### config.mk
export PLATFORM = sky130hd
export DESIGN_NAME = sac_host_flat
export DESIGN_NICKNAME = d
export VERILOG_FILES = /design/src/inc/sac_pkg.sv /design/src/inc/sac_if.sv /design/src/logic/sac_host.sv /design/src/flat_wrapper.sv
export SDC_FILE = /design/constraint.sdc
export NUM_CORES = 1
export LEC_CHECK = 0
export BUFFER_PORTS_ARGS = -buffer_cell sky130_fd_sc_hd__clkbuf_2
export CAP_MARGIN = 30
export CORE_ASPECT_RATIO = 1.1
export CORE_MARGIN = 4
export CORE_UTILIZATION = 49
export CTS_BUF_LIST = sky130_fd_sc_hd__clkbuf_16
export DETAILED_ROUTE_END_ITERATION = 6
export PLACE_DENSITY = 0.8
export SETUP_SLACK_MARGIN = 0.4
export SLEW_MARGIN = 10
export SYNTH_ARGS = -nofsm -noshare
export SYNTH_HDL_FRONTEND = slang
export SYNTH_SLANG_ARGS = --single-unit
### constraint.sdc
create_clock -name aclk -period 2.22 [get_ports aclk]
set_input_delay 0.222 -clock aclk [delete_from_list [all_inputs] [get_ports aclk]]
set_output_delay 0.222 -clock aclk [all_outputs]
set_load 0.01 [all_outputs]
### src/inc/sac_pkg.sv
// Purpose: shared constants of the step attenuator control port (device end and host end)
// Assumes: aclk at 200 MHz on both ends; link clock made by the host
// Notes: host register offsets and fields are our own choice
// Function
// select low parallel, high serial path
// seven weighted bits, 0.25 to 16 dB
// latched parallel: capture on strobe pulse
// direct parallel: strobe high, follow bits
// 16-bit shift register, two 8-bit words
// apply word only on address match
// host shifts LSB first, attenuation word first
// shift while strobe low; rise transfers
// host holds strobe low during load
// host ties parallel bits low in serial
// serial/latched power-up: maximum until latched
// direct power-up: maximum, delay, then preset
// floating inputs in direct: minimum attenuation
// serial power-up: clear spare before parallel
// attenuation word first stages, address last
// parallel power-up: bits low until spare cleared
// sequencing once; then switch freely
// open parallel input reads low
// host lowers strobe before next word
`default_nettype none
package sac_pkg;
    localparam int SAC_ATT_W = 7;
    localparam int SAC_SR_W = 16;
    localparam int SAC_WORD_W = 8;
    localparam int SAC_ADDR_W = 3;
    localparam logic [6:0] SAC_ATT_MAX = 7'h7f;
    localparam logic [6:0] SAC_ATT_MIN = 7'h00;
    // timing
    localparam int SAC_CLK_MHZ = 200;
    localparam int SAC_PUP_DELAY_US = 400;
    localparam int SAC_PUP_CYCLES = SAC_PUP_DELAY_US * SAC_CLK_MHZ;
    localparam int SAC_SYNC_CYCLES = 3;
    localparam int SAC_LINK_HALF = 8;
    localparam int SAC_STROBE_HOLD = 16;
    // host register map, byte addresses
    localparam logic [7:0] SAC_REG_CTRL = 8'h00;
    localparam logic [7:0] SAC_REG_PAR = 8'h04;
    localparam logic [7:0] SAC_REG_SER = 8'h08;
    localparam logic [7:0] SAC_REG_STAT = 8'h0c;
    // ctrl fields
    localparam int SAC_CTRL_SEL = 0;
    localparam int SAC_CTRL_DIRECT = 1;
    localparam int SAC_CTRL_OE = 2;
    localparam logic [2:0] SAC_CTRL_RST = 3'h0;
    localparam logic [1:0] SAC_RESP_OKAY = 2'h0;
    localparam logic [1:0] SAC_RESP_SLVERR = 2'h2;
endpackage
`default_nettype wire

### src/inc/sac_if.sv
// Purpose: control pins between host controller and step attenuator
// Assumes: host drives every pin; par_oe low models open parallel inputs
// Notes: serial_clk is the link clock, made by the host
`timescale 1ns/100ps
`default_nettype none
interface sac_if;
    logic interface_select;
    logic latch_strobe;
    logic [6:0] attenuation_bits;
    logic par_oe;
    logic serial_clk;
    logic serial_data;
    modport host (
        output interface_select,
        output latch_strobe,
        output attenuation_bits,
        output par_oe,
        output serial_clk,
        output serial_data
    );
    modport dev (
        input interface_select,
        input latch_strobe,
        input attenuation_bits,
        input par_oe,
        input serial_clk,
        input serial_data
    );
endinterface
`default_nettype wire

### src/logic/sac_host.sv
// Purpose: host controller driving the attenuator pins, ordered over AXI4-Lite
// Assumes: one outstanding write and one read; link clock derived from aclk
// Notes: writes to PAR or SER while busy get SLVERR and change nothing
//
// Implementation choices: the AXI4-Lite interface to the registers and the address map.
`timescale 1ns/100ps
`default_nettype none
module sac_host
    import sac_pkg::*;
#(
    parameter int HALF = SAC_LINK_HALF,
    parameter int STROBE_HOLD = SAC_STROBE_HOLD
) (
    input wire logic aclk,
    input wire logic aresetn,
    input wire logic [7:0] s_axi_awaddr,
    input wire logic s_axi_awvalid,
    output logic s_axi_awready,
    input wire logic [31:0] s_axi_wdata,
    input wire logic [3:0] s_axi_wstrb,
    input wire logic s_axi_wvalid,
    output logic s_axi_wready,
    output logic [1:0] s_axi_bresp,
    output logic s_axi_bvalid,
    input wire logic s_axi_bready,
    input wire logic [7:0] s_axi_araddr,
    input wire logic s_axi_arvalid,
    output logic s_axi_arready,
    output logic [31:0] s_axi_rdata,
    output logic [1:0] s_axi_rresp,
    output logic s_axi_rvalid,
    input wire logic s_axi_rready,
    sac_if.host link
);
    // ****************************************
    // axi write and read channels
    // ****************************************
    logic aw_hold_q;
    logic w_hold_q;
    logic [7:0] awaddr_q;
    logic [31:0] wdata_q;
    logic bvalid_q;
    logic [1:0] bresp_q;
    logic rvalid_q;
    logic [31:0] rdata_q;
    logic [1:0] rresp_q;

    assign s_axi_awready = ~aw_hold_q & ~bvalid_q;
    assign s_axi_wready = ~w_hold_q & ~bvalid_q;
    wire aw_take = s_axi_awvalid & s_axi_awready;
    wire w_take = s_axi_wvalid & s_axi_wready;
    wire aw_have = aw_hold_q | aw_take;
    wire w_have = w_hold_q | w_take;
    wire [7:0] wr_addr = aw_hold_q ? awaddr_q : s_axi_awaddr;
    wire [31:0] wr_data = w_hold_q ? wdata_q : s_axi_wdata;
    wire wr_fire = aw_have & w_have;
    wire busy;
    wire wr_ctrl = wr_fire & (wr_addr == SAC_REG_CTRL);
    wire wr_par = wr_fire & (wr_addr == SAC_REG_PAR) & ~busy;
    wire wr_ser = wr_fire & (wr_addr == SAC_REG_SER) & ~busy;
    wire wr_ok = wr_ctrl | wr_par | wr_ser | (wr_fire & (wr_addr == SAC_REG_STAT));
    assign s_axi_arready = ~rvalid_q;
    wire ar_take = s_axi_arvalid & s_axi_arready;

    // ****************************************
    // user registers
    // ****************************************
    logic [2:0] ctrl_q;
    logic [6:0] par_q;
    logic [15:0] ser_q;
    logic [31:0] rd_val;
    logic rd_ok;

    assign rd_ok = (s_axi_araddr == SAC_REG_CTRL) | (s_axi_araddr == SAC_REG_PAR) |
                   (s_axi_araddr == SAC_REG_SER) | (s_axi_araddr == SAC_REG_STAT);
    assign rd_val = (s_axi_araddr == SAC_REG_CTRL) ? {29'h0, ctrl_q} :
                    (s_axi_araddr == SAC_REG_PAR) ? {25'h0, par_q} :
                    (s_axi_araddr == SAC_REG_SER) ? {16'h0, ser_q} :
                    (s_axi_araddr == SAC_REG_STAT) ? {31'h0, busy} : 32'h0000_0000;

    // channel holding; the response waits until address and data are both in
    always_ff @(posedge aclk) begin
        if (!aresetn) begin
            aw_hold_q <= 1'b0;
            w_hold_q <= 1'b0;
            awaddr_q <= 8'h00;
            wdata_q <= 32'h0000_0000;
            bvalid_q <= 1'b0;
            bresp_q <= SAC_RESP_OKAY;
            rvalid_q <= 1'b0;
            rdata_q <= 32'h0000_0000;
            rresp_q <= SAC_RESP_OKAY;
        end else begin
            if (wr_fire) begin
                aw_hold_q <= 1'b0;
                w_hold_q <= 1'b0;
                bvalid_q <= 1'b1;
                bresp_q <= wr_ok ? SAC_RESP_OKAY : SAC_RESP_SLVERR;
            end else begin
                if (aw_take) begin
                    aw_hold_q <= 1'b1;
                    awaddr_q <= s_axi_awaddr;
                end
                if (w_take) begin
                    w_hold_q <= 1'b1;
                    wdata_q <= s_axi_wdata;
                end
                if (bvalid_q && s_axi_bready) begin
                    bvalid_q <= 1'b0;
                end
            end
            if (ar_take) begin
                rvalid_q <= 1'b1;
                rdata_q <= rd_val;
                rresp_q <= rd_ok ? SAC_RESP_OKAY : SAC_RESP_SLVERR;
            end else if (s_axi_rready) begin
                rvalid_q <= 1'b0;
            end
        end
    end

    assign s_axi_bvalid = bvalid_q;
    assign s_axi_bresp = bresp_q;
    assign s_axi_rvalid = rvalid_q;
    assign s_axi_rdata = rdata_q;
    assign s_axi_rresp = rresp_q;

    // ****************************************
    // pin sequencer
    // ****************************************
    typedef enum logic [3:0] {
        SAC_HS_IDLE = 4'b0001,
        SAC_HS_SHIFT = 4'b0010,
        SAC_HS_LATCH = 4'b0100,
        SAC_HS_GAP = 4'b1000
    } sac_host_st_t;

    sac_host_st_t hst_q;
    logic [7:0] tick_q;
    logic [4:0] bit_q;
    logic sclk_q;
    logic stb_q;
    logic [15:0] sr_q;

    wire direct = ctrl_q[SAC_CTRL_DIRECT];
    wire tick_end = (tick_q == 8'(HALF - 1));
    wire hold_end = (tick_q == 8'(STROBE_HOLD - 1));
    assign busy = (hst_q != SAC_HS_IDLE);

    // data changes on the falling link edge, the device samples on the rising one
    always_ff @(posedge aclk) begin
        if (!aresetn) begin
            hst_q <= SAC_HS_IDLE;
            tick_q <= 8'h00;
            bit_q <= 5'h00;
            sclk_q <= 1'b0;
            stb_q <= 1'b0;
            sr_q <= 16'h0000;
            ctrl_q <= SAC_CTRL_RST;
            par_q <= 7'h00;
            ser_q <= 16'h0000;
        end else begin
            if (wr_ctrl) begin
                ctrl_q <= wr_data[2:0];
            end
            case (hst_q)
                SAC_HS_IDLE: begin
                    tick_q <= 8'h00;
                    sclk_q <= 1'b0;
                    stb_q <= 1'b0;
                    if (wr_par) begin
                        par_q <= wr_data[6:0];
                        hst_q <= SAC_HS_LATCH;
                    end else if (wr_ser) begin
                        ser_q <= wr_data[15:0];
                        sr_q <= wr_data[15:0];
                        bit_q <= 5'h00;
                        hst_q <= SAC_HS_SHIFT;
                    end
                end
                SAC_HS_SHIFT: begin
                    tick_q <= tick_end ? 8'h00 : tick_q + 8'h01;
                    if (tick_end) begin
                        sclk_q <= ~sclk_q;
                        if (sclk_q) begin
                            sr_q <= {1'b0, sr_q[15:1]};
                            bit_q <= bit_q + 5'h01;
                            if (bit_q == 5'h0f) begin
                                hst_q <= SAC_HS_LATCH;
                            end
                        end
                    end
                end
                SAC_HS_LATCH: begin
                    stb_q <= 1'b1;
                    tick_q <= hold_end ? 8'h00 : tick_q + 8'h01;
                    if (hold_end) begin
                        hst_q <= SAC_HS_GAP;
                    end
                end
                SAC_HS_GAP: begin
                    stb_q <= 1'b0;
                    tick_q <= hold_end ? 8'h00 : tick_q + 8'h01;
                    if (hold_end) begin
                        hst_q <= SAC_HS_IDLE;
                    end
                end
                default: begin
                    hst_q <= SAC_HS_IDLE;
                end
            endcase
        end
    end

    // ****************************************
    // pin drive
    // ****************************************
    assign link.interface_select = ctrl_q[SAC_CTRL_SEL];
    assign link.latch_strobe = stb_q | (direct & ~ctrl_q[SAC_CTRL_SEL] & ~busy);
    // parallel bits forced low in serial mode
    assign link.attenuation_bits = ctrl_q[SAC_CTRL_SEL] ? 7'h00 : par_q;
    assign link.par_oe = ctrl_q[SAC_CTRL_OE];
    assign link.serial_clk = sclk_q;
    assign link.serial_data = sr_q[0];
endmodule
`default_nettype wire

### src/flat_wrapper.sv
// flat-port wrapper written by rule: the top's interface ports become plain ports
module sac_host_flat import sac_pkg::*;
#(
    parameter int HALF = SAC_LINK_HALF,
    parameter int STROBE_HOLD = SAC_STROBE_HOLD
)
  (aclk, aresetn, s_axi_awaddr, s_axi_awvalid, s_axi_awready, s_axi_wdata, s_axi_wstrb, s_axi_wvalid, s_axi_wready, s_axi_bresp, s_axi_bvalid, s_axi_bready, s_axi_araddr, s_axi_arvalid, s_axi_arready, s_axi_rdata, s_axi_rresp, s_axi_rvalid, s_axi_rready, link_interface_select, link_latch_strobe, link_attenuation_bits, link_par_oe, link_serial_clk, link_serial_data);
  sac_if link_i ();
  input wire logic aclk;
  input wire logic aresetn;
  input wire logic [7:0] s_axi_awaddr;
  input wire logic s_axi_awvalid;
  output logic s_axi_awready;
  input wire logic [31:0] s_axi_wdata;
  input wire logic [3:0] s_axi_wstrb;
  input wire logic s_axi_wvalid;
  output logic s_axi_wready;
  output logic [1:0] s_axi_bresp;
  output logic s_axi_bvalid;
  input wire logic s_axi_bready;
  input wire logic [7:0] s_axi_araddr;
  input wire logic s_axi_arvalid;
  output logic s_axi_arready;
  output logic [31:0] s_axi_rdata;
  output logic [1:0] s_axi_rresp;
  output logic s_axi_rvalid;
  input wire logic s_axi_rready;
  output wire logic [$bits(link_i.interface_select)-1:0] link_interface_select;
  output wire logic [$bits(link_i.latch_strobe)-1:0] link_latch_strobe;
  output wire logic [$bits(link_i.attenuation_bits)-1:0] link_attenuation_bits;
  output wire logic [$bits(link_i.par_oe)-1:0] link_par_oe;
  output wire logic [$bits(link_i.serial_clk)-1:0] link_serial_clk;
  output wire logic [$bits(link_i.serial_data)-1:0] link_serial_data;
  assign link_interface_select = link_i.interface_select;
  assign link_latch_strobe = link_i.latch_strobe;
  assign link_attenuation_bits = link_i.attenuation_bits;
  assign link_par_oe = link_i.par_oe;
  assign link_serial_clk = link_i.serial_clk;
  assign link_serial_data = link_i.serial_data;
  sac_host #(.HALF(HALF), .STROBE_HOLD(STROBE_HOLD)) u_core (.aclk(aclk), .aresetn(aresetn), .s_axi_awaddr(s_axi_awaddr), .s_axi_awvalid(s_axi_awvalid), .s_axi_awready(s_axi_awready), .s_axi_wdata(s_axi_wdata), .s_axi_wstrb(s_axi_wstrb), .s_axi_wvalid(s_axi_wvalid), .s_axi_wready(s_axi_wready), .s_axi_bresp(s_axi_bresp), .s_axi_bvalid(s_axi_bvalid), .s_axi_bready(s_axi_bready), .s_axi_araddr(s_axi_araddr), .s_axi_arvalid(s_axi_arvalid), .s_axi_arready(s_axi_arready), .s_axi_rdata(s_axi_rdata), .s_axi_rresp(s_axi_rresp), .s_axi_rvalid(s_axi_rvalid), .s_axi_rready(s_axi_rready), .link(link_i));
endmodule
After elaboration in Yosys (flattened, before gate mapping)
Cells that the tools add are included.

operators by class
  bitwise gates (word level) = 33
  equal/unequal tests = 22
  reductions and logical operators = 18
  $add $sub $neg = 2
  mux-type cells = 37

operator list
  kind                   count
  $mux W32               3
  $mux W16               5
  $eq A8 B4 Y1 const B   5
  $pmux W16 S2           1
  $mux W4                7
  $eq A8 B3 Y1 const B   3
  $mux W8                3
  $pmux W8 S3            1
  $mux W5                4
  $logic_not A8 Y1       2
  $pmux W4 S4            1
  $and A1 B1 Y1          14
  $ne A2 B1 Y1 const B   6
  $not A1 Y1             10
  $pmux W5 S2            1
  $or A1 B1 Y1           9
  $add A8 B1 Y8 const B  1
  $reduce_and A2 Y1      4
  $reduce_bool A2 Y1     4
  $mux W7                1
  $mux W1                6
  $reduce_and A6 Y1      1
  $reduce_or A2 Y1       3
  $add A5 B1 Y5 const B  1
  other kinds (14)       16

word-level totals
  output and inout bits = 53
  flip-flop bits (word level) = 125
  input port bits = 59

Depth between registers and ports, before layout
Gate-level depths: netlist of run 1.

  depth in word-level cells = 11
  depth in mapped cells = 9
  depth with buffers taken out = 8

Worst setup path after synthesis of run 1
Ideal clock, no wire load.

  kind = flip-flop to flip-flop
  from = reg u_core.aw_hold_q
  to = reg u_core.ser_q[6]
  stages on the path, launching flop included = 9
  path buffers = 3
  setup slack = 138 ps
  clock period less this slack = 2,082 ps
  arrival time = 1,954 ps
  library setup time = 128 ps
  path through = dfxtp_1 > buf_6 > or3b_2 > a221o_1 > and4bb_1 > buf_6 > buf_8 > mux2i_1 > nor2_1

on the way
  longest elaborated chain between the ends = 9
  elaborated cells on any way between the ends = 14

RTL lines
  element                                 line             text
  from (decl)                             sac_host.sv:38   logic aw_hold_q;
  from (signal assigned)                  sac_host.sv:84   aw_hold_q <= 1'b0;
  from (signal assigned)                  sac_host.sv:95   aw_hold_q <= 1'b0;
  from (signal assigned)                  sac_host.sv:101  aw_hold_q <= 1'b1;
  $not A1 Y1                              sac_host.sv:48   assign s_axi_awready = ~aw_hold_q & ~bvalid_q;
  $and A1 B1 Y1                           sac_host.sv:48
  $and A1 B1 Y1                           sac_host.sv:50   wire aw_take = s_axi_awvalid & s_axi_awready;
  $or A1 B1 Y1                            sac_host.sv:52   wire aw_have = aw_hold_q | aw_take;
  $and A1 B1 Y1                           sac_host.sv:56   wire wr_fire = aw_have & w_have;
  $and A1 B1 Y1 (2 in a row)              sac_host.sv:59   wire wr_par = wr_fire & (wr_addr == SAC_REG_PAR) & ~busy;
  $not A1 Y1 (no source line)             --
  $reduce_and A3 Y1 (no source line) (*)  --
  to (signal assigned)                    sac_host.sv:175  ser_q <= wr_data[15:0];
  to (decl)                               sac_host.sv:70   logic [15:0] ser_q;

Mark *: on every way between the ends. The rest lies on a longest branch, timed or not.
A chain may end at the register's enable or synchronous reset.

Worst setup path after layout of run 1
  from = reg u_core.aw_hold_q
  to = reg u_core.sr_q[5]

on the way
  longest elaborated chain between the ends = 9
  elaborated cells on any way between the ends = 15

RTL lines
  element                                                               line                            text
  $not A1 Y1                                                            sac_host.sv:48
  $and A1 B1 Y1                                                         sac_host.sv:48
  $and A1 B1 Y1                                                         sac_host.sv:50
  $or A1 B1 Y1                                                          sac_host.sv:52
  $and A1 B1 Y1                                                         sac_host.sv:56
  $and A1 B1 Y1, on equally long branches (2 in a row)                  sac_host.sv:59, sac_host.sv:60
  $ne A2 B2 Y1 (no source line) / $ne A2 B1 Y1 (equally long branches)  --
  $reduce_and A5 Y1 (no source line) (*)                                --
  to (signal assigned)                                                  sac_host.sv:176                 sr_q <= wr_data[15:0];
  to (signal assigned)                                                  sac_host.sv:186                 sr_q <= {1'b0, sr_q[15:1]};
  to (decl)                                                             sac_host.sv:143                 logic [15:0] sr_q;

Marks and branches as above.

==> flow_summary.json, run 1 <==
{
  "die_x_um": 106,
  "cpMostUsedCell": "buf_6",
  "slowest_stage": "or4b_4",
  "drive_above_1_share_pct": 35.2,
  "final_cell_mix": "dfxtp_1 (97), nor2_1 (84), nand2_1 (73), clkbuf_2 (72), mux2i_1 (51)",
  "port_buffers": 73,
  "path_class": "reg -> reg",
  "layout_commonest_cell": "dfxtp_1",
  "antenna_left": 0,
  "start_util_pct": 49.9,
  "finalSetupViolations": 1,
  "wl_per_cell_um": 19.3,
  "wl_met2_um": 8120,
  "timing.fmax_mhz": 447,
  "tns_ps": -19.4,
  "dp.cells": 802,
  "crit_required_ps": 2460,
  "ir_drop_v": 0.000458,
  "antennaDiodeCount": 0,
  "clkPwrFrac_pct": 38.7,
  "comb_power_share_pct": 14.2,
  "path_max_fanout": 6,
  "first_pass_iters": 7,
  "cts_tree": "done",
  "p_leak_nw": 2.83,
  "clock_latency_ps": 350,
  "die_y_um": 116,
  "htreeDepth": 3,
  "nNetsFinal": 770,
  "clockRootBuffer": "clkbuf_16",
  "detail_route.iter0.violations": 545,
  "clockBufferDepth": 2,
  "violations": "negative setup slack",
  "rsz0062_at_grt": "true",
  "max_stage_delay_ps": 490,
  "grt_pass1_wl_um": 22200,
  "core_mm2": 0.0103,
  "grt_overflow": 0,
  "maxCapViolCount": 0,
  "ys_seq_area_share_pct": 41.5,
  "final_cells": 856,
  "yosysWarnings": 0,
  "place.gp.congestion": 0.872,
  "start_kind": "flip-flop",
  "pin_count": 112,
  "num_vias": 5150,
  "met3WireLength_um": 1290,
  "syn_to_final_growth_pct": 32.7,
  "grt_max_degree": 43,
  "worst_slew_pin_slew_ps": 517,
  "swShare_pct": 28.7,
  "cts-buffers-inserted": 9,
  "cp.buffers_inverters": 3,
  "min_path_type": "in -> reg",
  "fin_ws_ps": -19.4,
  "synthFlopType": "dfxtp_1",
  "seq_power_share_pct": 47.1,
  "powerDensity_mw_per_mm2": 619,
  "cts.sink_count": 107,
  "syn_avg_cell_area_um2": 8.62,
  "whs_ps": 115,
  "syn_area_mm2": 0.00516,
  "final.setup_skew_ps": 9.02,
  "synth_edf_count": 0,
  "p_int_w": 0.00302,
  "cpLargestDelayFamily": "compound AO/OA/AOI/OAI gates",
  "hpwlAfterDp_um": 8850,
  "pre_cts_slack_ps": -57.8,
  "drcViolationCount": 0,
  "antenna_found_initial": 0,
  "row_count": 39,
  "nFillCells": 744,
  "status": "complete, but fails checks",
  "clk_pin_slew_ps": 80,
  "synth-seq-cells": 107,
  "track_usage_pct": 22.3,
  "met1_length_um": 6310,
  "routed_wl_um": 16600,
  "max_slew_margin_pct": 65.5,
  "power_switching_w": 0.00122,
  "synth_cell_types": 59,
  "drv_slew": 0,
  "crit_chain": "or4b_4 > o22ai_4 > buf_6 > buf_6 > a41o_4 > buf_6 > nand4_1 > o21ai_1",
  "vias_per_cell": 6.02,
  "timing.final.crit_share_pct": 101,
  "synthesis.instances": 598,
  "grt_pass1_vias": 4699,
  "synthArstFlopShare_pct": 0,
  "crit_arrival_ps": 2480,
  "period_needed_ps": 2240,
  "cts_hold_buf": 0,
  "dieArea_mm2": 0.0122,
  "end_kind": "flip-flop",
  "top_layer": "met4",
  "hold_viol_final": 0
}
==> final timing paths <==
check	cells after the start	end	startpoint	slack, ps
worst max-delay path	8	u_core.sr_q[5]$_SDFFE_PN0P_	u_core.aw_hold_q$_SDFFE_PP0P_	-20
worst min-delay path	3	u_core.wdata_q[10]$_SDFFE_PN0P_	s_axi_wdata[10]	120
worst max register to register	8	u_core.sr_q[5]$_SDFFE_PN0P_	u_core.aw_hold_q$_SDFFE_PP0P_	-20
worst min register to register	2	u_core.sr_q[4]$_SDFFE_PN0P_	u_core.sr_q[4]$_SDFFE_PN0P_	460
==> cells in the mapped netlist, drive strengths merged, types with 3 or more instances <==
cell type,n,area share [%]
a211oi,3,0.44
a21oi,29,2.8
a22oi,18,2.6
buf,31,4.3
clkbuf,27,2.0
dfxtp,107,42
ha,3,0.73
inv,9,0.65
mux2,17,3.7
mux2i,53,10
nand2,74,5.4
nand2b,9,1.1
nand3,11,1.1
nand3b,4,0.58
nand4,12,1.5
nor2,85,6.2
nor2b,12,1.5
nor3,7,0.68
nor4b,3,0.75
o21a,3,0.44
o21ai,32,3.1
o22ai,3,0.63
or3,3,0.36
or4,4,0.65
or4b,4,0.78
xnor2,4,0.68
==> state kept, by name (all words and copies together), names as in the netlist <==
signal,cells
u_core.ser_q,16
u_core.par_q,7
u_core.s_axi_bvalid,1
u_core.link.serial_clk,1
u_core.hst_q,4
u_core.stb_q,1
u_core.wdata_q,16
u_core.s_axi_bresp,1
u_core.s_axi_rresp,1
u_core.tick_q,8
u_core.s_axi_rvalid,1
u_core.sr_q,16
u_core.w_hold_q,1
u_core.s_axi_rdata,16
u_core.aw_hold_q,1
u_core.bit_q,5
u_core.awaddr_q,8
u_core.ctrl_q,3
==> worst min-delay path, cell delays in order <==
cell      delay (ps)
clkbuf_2          90
mux2i_1           50
nor2_1            70
==> metal layers <==
metal,GRT usage [%],vias to the layer above
li1,-,2266
met1,25.1,2475
met2,41.3,316
met3,3.34,93
met4,10.6,0
met5,0,-
==> per-stage QoR <==
| stage | utilization (%) | area (µm²) | power, W |
|---|---|---|---|
| after global placement | 55.1 | 5700 | 0.00247 |
| after CTS | 62.3 | 6450 | 0.00412 |
| after floorplan | - | 5320 | 0.00237 |
| after global routing | 66.2 | 6840 | 0.00433 |
| after detailed placement | 55.1 | 5700 | 0.00249 |
| final | 66.2 | 6840 | 0.00423 |
==> area by class of cell <==
| cell class | count | area [µm²] | area share [%] |
|---|---|---|---|
| clock buffers | 9 | 225 | 3.29 |
| clock inverters | 7 | 85.1 | 1.24 |
| inverters | 9 | 33.8 | 0.494 |
| multi-input cells | 442 | 3120 | 45.6 |
| flip-flops and latches | 107 | 2170 | 31.7 |
| well taps | 143 | 179 | 2.61 |
| repair buffers | 139 | 1030 | 15.1 |
==> power groups by stage <==
stage                     Sequential (W)  Clock (W)  Combinational [W]
after floorplan                  0.00203          0           0.000337
after global placement           0.00203          0           0.000435
after detailed placement         0.00204          0           0.000450
after CTS                        0.00199    0.00162           0.000511
after global routing             0.00200    0.00170           0.000637
final                            0.00199    0.00164           0.000602
==> what timing repair did <==
| item | CTS | global route |
|---|---|---|
| pin swaps | 27 | 36 |
| setup buffers | 18 | 15 |
| gates cloned | 2 | 3 |
| setup endpoints to repair | 61 | 67 |
| resized for setup | 60 | 72 |
| hold endpoints to repair | 0 | 0 |
==> cell families after synthesis <==
logic type | share of synthesized area, %
simple gates | 22.2
flops | 41.5
compound gates | 13.1
mux | 14.4
buf+inv | 6.91
xor+xnor | 1.02
fa+ha+maj | 0.728
other cells | 0.0727
Power figures use the tool's default switching activity.
==> run 2: changes to the inputs <==
--- a/config.mk
+++ b/config.mk
@@ -5,6 +5,7 @@
 export SDC_FILE = /design/constraint.sdc
 export NUM_CORES = 1
 export LEC_CHECK = 0
+export ABC_AREA = 1
 export BUFFER_PORTS_ARGS = -buffer_cell sky130_fd_sc_hd__clkbuf_2
 export CAP_MARGIN = 30
 export CORE_ASPECT_RATIO = 1.1
==> flow_summary.json, run 2 <==
{
  "port_buffers": 73,
  "ys_seq_area_share_pct": 41.1,
  "start_kind": "flip-flop",
  "min_path_type": "in -> reg",
  "vias_per_cell": 4.95,
  "num_vias": 4752,
  "nNetsFinal": 875,
  "worst_slew_pin_slew_ps": 644,
  "multiInputGateArea_mm2": 0.00247,
  "dieArea_mm2": 0.0124,
  "whs_ps": 95.9,
  "fin_ws_ps": 504,
  "track_usage_pct": 19.0,
  "antennaDiodeCount": 0,
  "drive_above_1_share_pct": 16.8,
  "reg2reg_depth": 9,
  "finalSetupViolations": 0,
  "wl_per_cell_um": 12.2,
  "syn_avg_cell_area_um2": 6.93,
  "hold_end": "u_core.wdata_q[10]$_SDFFE_PN0P_",
  "reg2reg_slack_ps": 550,
  "syn_to_final_growth_pct": 13.8,
  "pin_count": 112,
  "timing.final.crit_share_pct": 77.3,
  "hold_depth": 3,
  "rr_startpoint": "u_core.aw_hold_q$_SDFFE_PP0P_",
  "drcViolationCount": 0,
  "yosysTopAreaCellShare_pct": 41.1,
  "cts-buffers-inserted": 9,
  "cts.sink_count": 107,
  "synth_cell_types": 42,
  "clk_pin_slew_ps": 70,
  "nFillCells": 1015,
  "clockRootBuffer": "clkbuf_16",
  "max_slew_margin_pct": 57.0,
  "final.setup_skew_ps": 12.4,
  "grt_pass1_wl_um": 19300,
  "die_x_um": 106,
  "hpwlAfterDp_um": 8340,
  "min_from": "s_axi_wdata[10]",
  "routed_wl_um": 11700,
  "seqCellArea_mm2": 0.00215,
  "cts_tree": "done",
  "clockBufferDepth": 2,
  "yosys.area.top_type": "dfxtp_1",
  "rsz0062_at_grt": "false",
  "row_count": 39,
  "yosys-top-cells-area": "dfxtp_1 (41%), nand2_1 (9.4%), a21oi_1 (7.7%)",
  "place.gp.congestion": 0.852,
  "syn_area_mm2": 0.00522,
  "crit_chain": "inv_1 > nand3_2 > clkinv_4 > buf_4 > a31o_2 > clkbuf_2",
  "status": "complete, no violations",
  "grt_max_degree": 70,
  "yosysMostFrequentCell": "nand2_1",
  "drv_slew": 0,
  "synthArstFlopShare_pct": 0,
  "core_mm2": 0.0104,
  "p_leak_nw": 2.68,
  "start_util_pct": 50.2,
  "cp.buffers_inverters": 4,
  "path_max_fanout": 5,
  "timing.fmax_mhz": 583,
  "r2r-end": "u_core.sr_q[15]$_SDFFE_PN0P_",
  "synth_edf_count": 0,
  "maxCapViolCount": 0,
  "first_pass_iters": 4,
  "synthFlopType": "dfxtp_1",
  "synthesis.instances": 753,
  "pre_cts_slack_ps": 291,
  "antenna_left": 0,
  "synth_common_cells": "nand2_1 (131), dfxtp_1 (107), inv_1 (94), a21oi_1 (80), o21ai_0 (73)",
  "crit_required_ps": 2000,
  "crit_arrival_ps": 1490,
  "layout_commonest_cell": "nand2_1",
  "clock_latency_ps": 360,
  "final_cell_mix": "nand2_1 (130), dfxtp_1 (105), inv_1 (94), a21oi_1 (80), clkbuf_2 (73)",
  "yosysWarnings": 0,
  "max_stage_delay_ps": 390,
  "synth-seq-cells": 107,
  "end_kind": "output pin",
  "ir_drop_v": 0.000569,
  "period_needed_ps": 1720,
  "hold_viol_final": 0,
  "htreeDepth": 3,
  "grt_overflow": 0,
  "detail_route.iter0.violations": 271,
  "grt_pass1_vias": 4166,
  "antenna_found_initial": 0,
  "powerDensity_mw_per_mm2": 937,
  "die_y_um": 116,
  "path_class": "reg -> out",
  "tns_ps": 0,
  "cpLargestDelayFamily": "buffers and inverters",
  "slowest_stage": "dfxtp_1"
}
==> run 2: changes by cell type after synthesis, moves of 17 or more <==
cell     change
inv_1       +86
nand3_1     +53
mux2i_1     -53
o21ai_0     +45
nand2_1     +57
a21oi_1     +51
a22oi_1     -18
mux2_2      -17
==> run 2: stage by stage <==
step	instances	utilization, %	instance area [µm²]	power, W
2_1_floorplan	770	-	5280	0.00364
3_3_place_gp	943	53.8	5590	0.00394
4_1_cts	958	56.4	5870	0.00545
6_report	960	57.1	5930	0.00556
5_1_grt	960	57.1	5930	0.00593
3_5_place_dp	943	53.8	5590	0.00397
==> run 2: area by class of cell <==
cell class	count	share of cell area, %
Multi-Input combinational cell	508	41.6
Sequential cell	107	36.2
Timing Repair Buffer	89	8.25
Inverter	98	6.41
Clock buffer	9	3.80
Tap cell	143	3.02
Clock inverter	6	0.738
==> run 2: logic make-up after synthesis <==
family,count (synthesis),synth area share (%)
other,1,0.0719
AO/OA/AOI/OAI,180,18.0
XOR/XNOR,5,0.840
flip-flops,107,41.1
AND/OR/NAND/NOR,302,25.6
adder cells (fa/ha/maj),3,0.720
buffers and inverters,155,13.7
==> run 2: worst min-delay path: stages <==
cell and delay (ps):
clkbuf_2 80, inv_1 60, a21oi_1 50
==> run 2: routing by layer <==
layer | routed length [µm] | track usage, %
met1 | 5440 | 25.4
met2 | 5340 | 30.2
met3 | 688 | 4.75
met4 | 225 | 6.48
met5 | 0 | 0
==> run 2: worst max path at each step <==
stage | startpoint | slack, ps | cells past startpoint | endpoint
after floorplan | u_core.tick_q[0]$_SDFFE_PN0P_ | 690 | 9 | u_core.sr_q[1]$_SDFFE_PN0P_
after global placement | u_core.aw_hold_q$_SDFFE_PP0P_ | 320 | 9 | u_core.bit_q[1]$_SDFFE_PN0P_
after detailed placement | u_core.aw_hold_q$_SDFFE_PP0P_ | 290 | 11 | u_core.sr_q[2]$_SDFFE_PN0P_
after CTS | u_core.aw_hold_q$_SDFFE_PP0P_ | 400 | 9 | u_core.par_q[1]$_SDFFE_PN0P_
after global routing | u_core.aw_hold_q$_SDFFE_PP0P_ | 400 | 9 | u_core.sr_q[15]$_SDFFE_PN0P_
final | u_core.hst_q[1]$_SDFFE_PN0P_ | 500 | 6 | link_latch_strobe
==> run 2: power by group <==
part / leakage (nW) / internal [W] / switching [W]
combinational: 1.67 / 0.000644 / 0.00122
clock: 0.137 / 0.000758 / 0.000712
sequential: 0.873 / 0.00212 / 0.000105
==> run 2: repair_timing <==
item,CTS,global route
hold buffers,0,0
setup endpoints to repair,43,55
setup buffers,0,2
resized for setup,4,14
endpoints found under the hold margin,0,0
